===== src/verilog/tag_ctrl_pkg.sv =====
// Purpose: shared constants for the tag controller
// Assumes: 20 MHz system clock standing in for the on-board time-base oscillator
// Notes: mode codes arrive first bit first on the programming-data pad
package tag_ctrl_pkg;
    localparam int unsigned CLK_HZ = 20_000_000;
    localparam int unsigned BIT_RATE_HZ = 70_000;
    // half a bit period in clock cycles, rounded down
    localparam int unsigned HALF_BIT_CYC = CLK_HZ / (2 * BIT_RATE_HZ);
    localparam int unsigned SLEEP_MS = 100;
    localparam int unsigned SLEEP_CYC = CLK_HZ / 1000 * SLEEP_MS;
    localparam int unsigned MEM_BITS = 154;
    localparam int unsigned ADDR_W = 8;
    localparam int unsigned CODE_W = 10;
    localparam logic [9:0] CODE_ERASE = 10'h1d4;
    localparam logic [9:0] CODE_PROGRAM = 10'h1d2;
    localparam logic [9:0] CODE_READ = 10'h1d6;
    localparam logic [7:0] LAST_ADDR = 8'h99;
    localparam logic [7:0] HALF_BIT_CNT = 8'(HALF_BIT_CYC - 1);
    typedef enum logic [2:0] {
        ST_SEND = 3'b000,
        ST_SLEEP = 3'b001,
        ST_CODE = 3'b010,
        ST_ERASE = 3'b011,
        ST_PROG = 3'b100,
        ST_READ = 3'b101
    } ctrl_state_e;
endpackage


===== src/verilog/tag_ctrl.sv =====
// Purpose: controller logic of a passive contactless tag
// Assumes: i_rst is the power-on reset, held until supply is good
// Notes: pad inputs are synchronised; memory is an internal flag array
`timescale 1ns/1ns
module tag_ctrl #(
    parameter int unsigned SLEEP_CYCLES = tag_ctrl_pkg::SLEEP_CYC
) (
    input wire logic i_mclk,
    input wire logic i_rst,
    input wire logic i_prog_clk_pad,
    input wire logic i_prog_data_pad,
    input wire logic i_high_program_voltage,
    output logic o_mod_switch,
    output logic o_prog_data_pad,
    output logic o_prog_data_pad_oe
);

    ////////////////////////////////////////////////////////////////////////
    // pad synchronisers
    logic [1:0] clk_sync_r;
    logic [1:0] data_sync_r;
    logic [1:0] hv_sync_r;
    logic clk_prev_r;
    logic clk_rise;
    logic clk_fall;

    always_ff @(posedge i_mclk or posedge i_rst) begin
        if (i_rst) begin
            clk_sync_r <= 2'h0;
            data_sync_r <= 2'h0;
            hv_sync_r <= 2'h0;
            clk_prev_r <= 1'b0;
        end else begin
            clk_sync_r <= {clk_sync_r[0], i_prog_clk_pad};
            data_sync_r <= {data_sync_r[0], i_prog_data_pad};
            hv_sync_r <= {hv_sync_r[0], i_high_program_voltage};
            clk_prev_r <= clk_sync_r[1];
        end
    end

    assign clk_rise = clk_sync_r[1] && !clk_prev_r;
    assign clk_fall = !clk_sync_r[1] && clk_prev_r;

    ////////////////////////////////////////////////////////////////////////
    // state
    tag_ctrl_pkg::ctrl_state_e state_r;
    logic [tag_ctrl_pkg::MEM_BITS-1:0] mem_r;
    logic [tag_ctrl_pkg::ADDR_W-1:0] addr_r;
    logic [tag_ctrl_pkg::CODE_W-1:0] code_r;
    logic [3:0] code_cnt_r;
    logic [7:0] half_cnt_r;
    logic half_r;
    logic [31:0] sleep_cnt_r;
    logic code_done;
    logic [tag_ctrl_pkg::CODE_W-1:0] code_nxt;
    logic half_tick;
    logic hv_seen_r;
    logic mem_bit;
    logic rd_armed_r;

    assign code_nxt = {code_r[tag_ctrl_pkg::CODE_W-2:0], data_sync_r[1]};
    assign code_done = clk_rise && (code_cnt_r == 4'(tag_ctrl_pkg::CODE_W - 1));
    assign half_tick = (half_cnt_r == tag_ctrl_pkg::HALF_BIT_CNT);
    assign mem_bit = mem_r[addr_r];

    // half-bit divider; resets whenever not transmitting
    always_ff @(posedge i_mclk or posedge i_rst) begin
        if (i_rst) begin
            half_cnt_r <= 8'h00;
        end else if (state_r != tag_ctrl_pkg::ST_SEND || half_tick) begin
            half_cnt_r <= 8'h00;
        end else begin
            half_cnt_r <= half_cnt_r + 8'h01;
        end
    end

    // mode code shift register; any rising edge outside a function counts
    always_ff @(posedge i_mclk or posedge i_rst) begin
        if (i_rst) begin
            code_r <= 10'h000;
            code_cnt_r <= 4'h0;
        end else if (state_r inside {tag_ctrl_pkg::ST_SEND, tag_ctrl_pkg::ST_SLEEP,
                                     tag_ctrl_pkg::ST_CODE}) begin
            if (code_done) begin
                code_cnt_r <= 4'h0;
            end else if (clk_rise) begin
                code_r <= code_nxt;
                code_cnt_r <= code_cnt_r + 4'h1;
            end
        end else begin
            code_cnt_r <= 4'h0;
        end
    end

    // high voltage seen since last pad clock rising edge; used only for program exit, the write uses hv_sync_r directly
    always_ff @(posedge i_mclk or posedge i_rst) begin
        if (i_rst) begin
            hv_seen_r <= 1'b0;
        end else if (clk_rise) begin
            hv_seen_r <= 1'b0;
        end else if (hv_sync_r[1] && !clk_sync_r[1]) begin
            hv_seen_r <= 1'b1;
        end
    end

    // read entry lands inside the last code clock; only the next rising edge starts bit 0
    always_ff @(posedge i_mclk or posedge i_rst) begin
        if (i_rst) begin
            rd_armed_r <= 1'b0;
        end else if (state_r != tag_ctrl_pkg::ST_READ) begin
            rd_armed_r <= 1'b0;
        end else if (clk_rise) begin
            rd_armed_r <= 1'b1;
        end
    end

    ////////////////////////////////////////////////////////////////////////
    // main sequencer
    always_ff @(posedge i_mclk or posedge i_rst) begin
        if (i_rst) begin
            state_r <= tag_ctrl_pkg::ST_SEND;
            addr_r <= 8'h00;
            half_r <= 1'b0;
            sleep_cnt_r <= 32'h0;
        end else begin
            case (state_r)
                tag_ctrl_pkg::ST_SEND: begin
                    if (clk_rise) begin
                        state_r <= tag_ctrl_pkg::ST_CODE;
                        addr_r <= 8'h00;
                        half_r <= 1'b0;
                    end else if (half_tick) begin
                        half_r <= !half_r;
                        if (half_r) begin
                            if (addr_r == tag_ctrl_pkg::LAST_ADDR) begin
                                state_r <= tag_ctrl_pkg::ST_SLEEP;
                                addr_r <= 8'h00;
                                sleep_cnt_r <= 32'h0;
                            end else begin
                                addr_r <= addr_r + 8'h01;
                            end
                        end
                    end
                end
                tag_ctrl_pkg::ST_SLEEP: begin
                    if (clk_rise) begin
                        state_r <= tag_ctrl_pkg::ST_CODE;
                    end else if (sleep_cnt_r == SLEEP_CYCLES - 1) begin
                        state_r <= tag_ctrl_pkg::ST_SEND;
                        addr_r <= 8'h00;
                        half_r <= 1'b0;
                    end else begin
                        sleep_cnt_r <= sleep_cnt_r + 32'h1;
                    end
                end
                tag_ctrl_pkg::ST_CODE: begin
                    addr_r <= 8'h00;
                    if (code_done) begin
                        case (code_nxt)
                            tag_ctrl_pkg::CODE_ERASE: state_r <= tag_ctrl_pkg::ST_ERASE;
                            tag_ctrl_pkg::CODE_PROGRAM: state_r <= tag_ctrl_pkg::ST_PROG;
                            tag_ctrl_pkg::CODE_READ: state_r <= tag_ctrl_pkg::ST_READ;
                            default: state_r <= tag_ctrl_pkg::ST_CODE;
                        endcase
                    end
                end
                tag_ctrl_pkg::ST_ERASE: begin
                    // erase is done in one cycle; next clock returns to code entry
                    if (clk_rise) begin
                        state_r <= tag_ctrl_pkg::ST_CODE;
                    end
                end
                tag_ctrl_pkg::ST_PROG,
                tag_ctrl_pkg::ST_READ: begin
                    // first read clock only arms the pad driver, so bit 0 is not skipped
                    if (clk_rise && (state_r == tag_ctrl_pkg::ST_PROG || rd_armed_r)) begin
                        if ((state_r == tag_ctrl_pkg::ST_PROG && !hv_seen_r) ||
                            addr_r == tag_ctrl_pkg::LAST_ADDR) begin
                            state_r <= tag_ctrl_pkg::ST_CODE;
                        end
                        addr_r <= (addr_r == tag_ctrl_pkg::LAST_ADDR) ? 8'h00
                                                                   : addr_r + 8'h01;
                    end
                end
                default: begin
                    state_r <= tag_ctrl_pkg::ST_SEND;
                end
            endcase
        end
    end

    ////////////////////////////////////////////////////////////////////////
    // memory array
    always_ff @(posedge i_mclk or posedge i_rst) begin
        if (i_rst) begin
            mem_r <= '1;
        end else if (state_r == tag_ctrl_pkg::ST_CODE && code_done &&
                     code_nxt == tag_ctrl_pkg::CODE_ERASE) begin
            mem_r <= '1;
        end else if (state_r == tag_ctrl_pkg::ST_PROG && hv_sync_r[1] && !clk_sync_r[1]) begin
            mem_r[addr_r] <= 1'b0;
        end
    end

    ////////////////////////////////////////////////////////////////////////
    // outputs
    always_ff @(posedge i_mclk or posedge i_rst) begin
        if (i_rst) begin
            o_mod_switch <= 1'b0;
        end else if (state_r == tag_ctrl_pkg::ST_SEND) begin
            // first half carries the bit, second half its inverse
            o_mod_switch <= half_r ? !mem_bit : mem_bit;
        end else if (state_r == tag_ctrl_pkg::ST_SLEEP) begin
            o_mod_switch <= 1'b1;
        end else begin
            o_mod_switch <= 1'b0;
        end
    end

    // drive only while pad clock is high; programmer releases then
    always_ff @(posedge i_mclk or posedge i_rst) begin
        if (i_rst) begin
            o_prog_data_pad <= 1'b0;
            o_prog_data_pad_oe <= 1'b0;
        end else begin
            o_prog_data_pad <= mem_bit;
            o_prog_data_pad_oe <= (state_r == tag_ctrl_pkg::ST_READ) && rd_armed_r
                                  && clk_sync_r[1] && !clk_fall;
        end
    end

endmodule // tag_ctrl


===== config.mk =====
export PLATFORM = sky130hd
export DESIGN_NAME = tag_ctrl
export DESIGN_NICKNAME = d
export VERILOG_FILES = /design/src/verilog/tag_ctrl_pkg.sv /design/src/verilog/tag_ctrl.sv
export SDC_FILE = /design/constraint.sdc
export NUM_CORES = 1
export LEC_CHECK = 0
export ABC_AREA = 0
export BUFFER_PORTS_ARGS = -buffer_cell sky130_fd_sc_hd__buf_4
export CORE_UTILIZATION = 28
export CTS_BUF_LIST = sky130_fd_sc_hd__clkbuf_4
export CTS_CLUSTER_SIZE = 24
export DETAILED_ROUTE_END_ITERATION = 7
export PLACE_DENSITY = 0.43
export SYNTH_ARGS = -nofsm -noshare
export SYNTH_HDL_FRONTEND = slang
export SYNTH_SLANG_ARGS = --single-unit

===== constraint.sdc =====
create_clock -name i_mclk -period 9.2 [get_ports i_mclk]
set_clock_uncertainty 0.1 [all_clocks]
set_input_delay 0.46 -clock i_mclk [delete_from_list [all_inputs] [get_ports i_mclk]]
set_output_delay 0.46 -clock i_mclk [all_outputs]
set_load 0.05 [all_outputs]

# [Word-level counts from Yosys, hierarchy flattened]
# Index checks and enable logic that the tools add are counted.
[classes] muxes=49 add_sub_neg=4 bitwise_logic=3 n_reduce_logical=37 order_cmp=2 n_eq_ne=29
[ops] operator="$mux 154" count=2
[ops] operator="$mux 32" count=6
[ops] operator="$and 154x154->154" count=1
[ops] operator="$not 154->154" count=1
[ops] operator="$mux 8" count=8
[ops] operator="$pmux 32 s2" count=1
[ops] operator="$add 32x1->32 const B" count=1
[ops] operator="$eq 32x21->1 const B" count=1
[ops] operator="$pmux 8 s4" count=1
[ops] operator="$eq 10x9->1 const B" count=3
[ops] operator="$mux 3" count=10
[ops] operator="$ne 2x2->1 const B" count=11
[ops] operator="$ne 3x3->1 const B" count=6
[ops] operator="$add 8x1->8 const B" count=2
[ops] operator="$eq 8x8->1 const B" count=2
[ops] operator="$pmux 3 s5" count=1
[ops] operator="$logic_and 1x1->1" count=14
[ops] operator="$mux 1" count=13
[ops] operator="$mux 4" count=3
[ops] operator="$lt 8x9->1 const B" count=1
[ops] operator="$pmux 3 s3" count=1
[ops] operator="$bmux 1 s8" count=1
[ops] operator="$demux 1 s8" count=1
[ops] operator="$ge 8x1->1 const B" count=1
[ops] operator="19 further kinds" count=32
[totals] input_bits=5 register_bits=231

# [Logic depth before layout (Yosys ltp)]
[logic_depth] ltp_word=8 depth_mapped=13 ltp_nobuf=9

# [Worst setup path before layout]
# No wires, ideal clock.
[synth_timing] path_kind="reg-to-reg" startpoint="reg addr_r[1] in the netlist's numbering" endpoint="reg sleep_cnt_r[25]" slack_ps=6353 arrival_time_ps=2669 path_buffers=4 period_less_slack_ps=2847 stages_incl_launch_ff=14 t_required_ps=9022 cell_sequence="dfrtp_1 > buf_2 > buf_6 > inv_1 > ha_1 > clkbuf_1 > nand3b_1 > nor2_2 > a31oi_4 > nor3_2 > nand4_2 > buf_6 > or3_1 > a21oi_1"
[synth_via] elab_chain_cells=3
[synth_rtl] element="start, declared" line="tag_ctrl.sv:48" source="logic [tag_ctrl_pkg::ADDR_W-1:0] addr_r;"
[synth_rtl] element="start signal, assigned" line="tag_ctrl.sv:140" source="addr_r <= addr_r + 8'h01;"
[synth_rtl] element="start signal, assigned" line="tag_ctrl.sv:181" source="addr_r <= (addr_r == tag_ctrl_pkg::LAST_ADDR) ? 8'h00"
[synth_rtl] element="$eq 8x8->1" line="tag_ctrl.sv:135" source="if (addr_r == tag_ctrl_pkg::LAST_ADDR) begin"
[synth_rtl] element="$ne 2x2->1 (no line)"
[synth_rtl] element="$reduce_and 7->1 (no line)"
[synth_rtl] element="end signal, assigned" line="tag_ctrl.sv:153" source="sleep_cnt_r <= sleep_cnt_r + 32'h1;"
[synth_rtl] element="end, declared" line="tag_ctrl.sv:53" source="logic [31:0] sleep_cnt_r;"
# Every way passes these cells.
# A chain may end at the register's enable or synchronous reset.

# [Final worst setup path]
[layout_timing] startpoint="reg addr_r[4] in the netlist's numbering" endpoint="reg sleep_cnt_r[27]"
# The elaborated chain is that of the path after synthesis.

==> key figures <==
Run status
  – Status: completed

Run
  – Max Cap Viol: 0

Global route
  – Gr ovfl total: 0
  – Largest net degree at the start of global routing: between 100 and 150
  – Vias in the first global route: 8600
  – First-pass GRT wire length: 50000 µm
  – Initial antenna violation count: 1
  – GRT Overall Usage: around 16%

Floorplan
  – Row Count: 72
  – CORE AREA: ~39000 µm²
  – Io pins: 8
  – Die Width: about 200 µm
  – Die ar.: between 40000 and 50000 µm²
  – Die height: approximately 200 µm
  – Initial Util: between 20 and 30%

Drt
  – DR DRC count: 0
  – Wire per inst: 18.8 µm
  – Post-DR vias/cell: 5.01
  – Vias: a little over 8k
  – Detail Route Antenna Nets: 0
  – 1st-iter DRT viols: 531
  – Detailed Routing Iterations Pass 1: 5
  – Final WL: 31200 µm

Cells and area
  – Util after Layout: 31.9%
  – Area grow syn2layout: 11.9%
  – Fin nets: 1114
  – Layout cells sized above 1: 28.7%
  – Cell area after layout: 12400 µm²

Clock tree
  – Clock sinks: around 230
  – Clock transition at the registers of the reported paths: ~0.07 ns
  – Post-CTS Setup Bufs: 0
  – Total CTS buffers: slightly below 70
  – Worst skew pair latency: 0.72 ns
  – # resized after CTS: 0
  – Clock Path Buffers: 3
  – CTS root buffer: clkbuf_4
  – CTS H-tree lvls: 3
  – CTS tree: done

Pwr
  – Leak Pwr: 5.48 nW
  – Pwr Total: 0.00250 W
  – Peak supply drop: 64.0 µV
  – Power Density: ~200 nW/µm²

Worst setup path
  – Family with the most delay on the worst path: simple AND/OR/NAND/NOR gates
  – R2R Path Start: addr_r[4]
  – Critical path class: reg2reg
  – Critical-path top delay cell: dfrtp_1
  – Max Fanout on Critical Path: 24
  – CP Capture Type: register
  – CP Buf/Inv Count: 0
  – Worst Setup EP: sleep_cnt_r[27]
  – R2R setup slack: 5.55 ns
  – R2r endpoint: sleep_cnt_r[27]
  – Crit path launch: addr_r[4]
  – Critical path, cell by cell: nand4bb_1, nor2_2, a31oi_4, nor3_2, nand4_2, or3_1, a21oi_1
  – Highest cell delay on the worst timing path: 0.88 ns
  – Levels on crit path: 7
  – Worst reg2reg path depth: 7
  – Critical Path AT: 4.17 ns
  – Required @ worst endpoint: 9.72 ns
  – CP startpoint kind: register

STA
  – Final hold vios: 0
  – Final worst-path cycle share: ~40%
  – Final hold slack: 0.259 ns
  – RSZ-0062 raised after global routing: false
  – Slew Limit Headroom: 32.1%
  – Post-layout minimum cycle time: roughly 3.7 ns
  – Final Setup Violations: 0
  – Slew Limit Fails: 0
  – Fmax: about 270 MHz
  – Worst Tran Pin Value: 1.00 ns
  – Setup TNS Final: 0 ns

Synth
  – Synth cell types: 72
  – Yosys warnings: 0
  – Post-synth ARST share: 100%
  – Syn nets: 1094
  – Number of flops mapped to enable cells by yosys: 0
  – Post-synthesis sequential area ratio: 53.8%
  – Top_reg_cell synth: dfstp_2
  – Cells after Synth: between 1k and 1.5k
  – Avg Cell Area, Syn: 10.3 µm²
  – Synth Cell Area: 11100 µm²
  – Register bit count reported by yosys: around 230

Hold path
  – HP Class: reg2reg
  – Min-Delay Path Depth: 0

Place
  – IO Port Bufs: 7
  – Post-detail-place hpwl: 18800 µm
  – GP Congestion: 0.765
  – Area after DPL: 11600 µm²
## registers in the layout, summed over array words and instances (netlist names), 2 cells and up
| register | count |
|---|---|
| sleep_cnt_r | 32 |
| half_cnt_r | 8 |
| data_sync_r | 2 |
| hv_sync_r | 2 |
| addr_r | 8 |
| code_r | 9 |
| state_r | 3 |
| mem_r | 154 |
| clk_sync_r | 2 |
| code_cnt_r | 4 |
## timing repair
| action | CTS | global route |
|---|---|---|
| hold buffers | 4 | 0 |
| endpoints found under the hold margin | 49 | 0 |
| endpoints found under the setup margin | 0 | 0 |
## routing by layer
layer  up-vias  global-route usage [%]  wire, µm
li1       3893                       -         -
met1      4204                    22.3     15300
met2       172                    23.5     13900
met3        41                    3.56      1390
met4         0                    6.22       557
met5         -                       0         0
## synthesized netlist by cell type, types with 3 or more instances
master	instances	area share, %
a211oi_1	4	0.27
a21oi_1	13	0.59
a22o_1	4	0.32
a22oi_1	9	0.61
and2_1	11	0.62
and3_1	11	0.62
and4_1	6	0.47
buf_2	12	0.54
buf_6	4	0.41
clkbuf_1	53	1.8
dfrtp_1	77	17
dfstp_2	154	36
ha_1	9	1.0
inv_1	16	0.54
mux2_2	14	1.4
mux2i_1	19	1.7
mux4_2	27	5.5
nand2_1	204	6.9
nand2b_1	5	0.28
nand3_1	40	1.8
nand3b_1	5	0.34
nand4_1	20	1.1
nor2_1	51	1.7
nor2b_1	14	0.79
nor3_1	9	0.41
nor4_1	6	0.34
nor4bb_1	3	0.27
o211ai_1	3	0.20
o21ai_0	182	8.2
o31ai_1	6	0.41
or3_1	14	0.79
xnor2_1	10	0.79
xor2_1	18	1.4
## cell usage in the layout (no fill, tap or decap), types with 3 or more instances in the layout
cell type / n
and4_1: 6
nand4_1: 20
dfrtp_1: 75
buf_4: 16
o211ai_1: 3
o31ai_1: 6
inv_1: 15
nor4_1: 6
and2_1: 11
dfstp_2: 154
mux2_2: 14
clkbuf_4: 95
and3_1: 11
nor3_1: 9
nand2_1: 204
dlygate4sd3_1: 4
nand3b_1: 5
o21ai_0: 182
nor4bb_1: 3
nor2_1: 51
clkinv_1: 13
a211oi_1: 4
inv_2: 4
mux2i_1: 19
ha_1: 9
or3_1: 14
xnor2_1: 10
nor2b_1: 14
xor2_1: 18
a21oi_1: 13
nand3_1: 40
a22oi_1: 9
nand2b_1: 5
a22o_1: 4
mux4_2: 27
## worst register-to-register path: cells and delay by family, from the launching register on
family           cells  cell delay [ns]
AND/OR/NAND/NOR      5             2.19
flip-flops           1             0.88
AO/OA/AOI/OAI        2             0.36
## logic make-up after synthesis
group / Yosys count / synth area share [%]
DFF: 231 / 53.8
xor gates and xnor gates: 28 / 2.21
adders and majority gates: 9 / 1.01
and+or+nand+nor: 418 / 18.3
buffers and inverters: 88 / 3.41
AOI/OAI and AO/OA: 246 / 12.7
muxes: 60 / 8.61
## per-stage QoR
step	std cells	setup slack [ns]
after floorplan	1080	2.56
after global routing	1660	5.28
after global placement	1543	5.62
after CTS	1659	5.51
final	1660	5.55
after detailed placement	1543	5.57
## final cells by class
cell class / instances / area [µm²]
fillers: 4092 / 26500
clock buffers: 95 / 713
multi-input cells: 761 / 4770
diodes: 1 / 2.50
flip-flops and latches: 231 / 5980
clock inverters: 17 / 90.1
repair buffers: 20 / 160
inverters: 17 / 71.3
well taps: 518 / 648
## worst min path at each step
stage	from	to	slack, ns
final	hv_sync_r[0]	hv_sync_r[1]	0.26
after floorplan	clk_sync_r[0]	clk_sync_r[1]	0.23
after CTS	i_prog_data_pad	data_sync_r[0]	0.24
after detailed placement	data_sync_r[0]	data_sync_r[1]	0.24
after global placement	data_sync_r[0]	data_sync_r[1]	0.24
after global routing	i_prog_clk_pad	clk_sync_r[0]	0.27
## power by group
group / switching [W] / total (W) / internal, W
combinational: 0.000236 / 0.000390 / 0.000154
sequential: 0.0000884 / 0.00116 / 0.00107
clock: 0.000454 / 0.000953 / 0.000500
(Power assumes the default switching activity.)
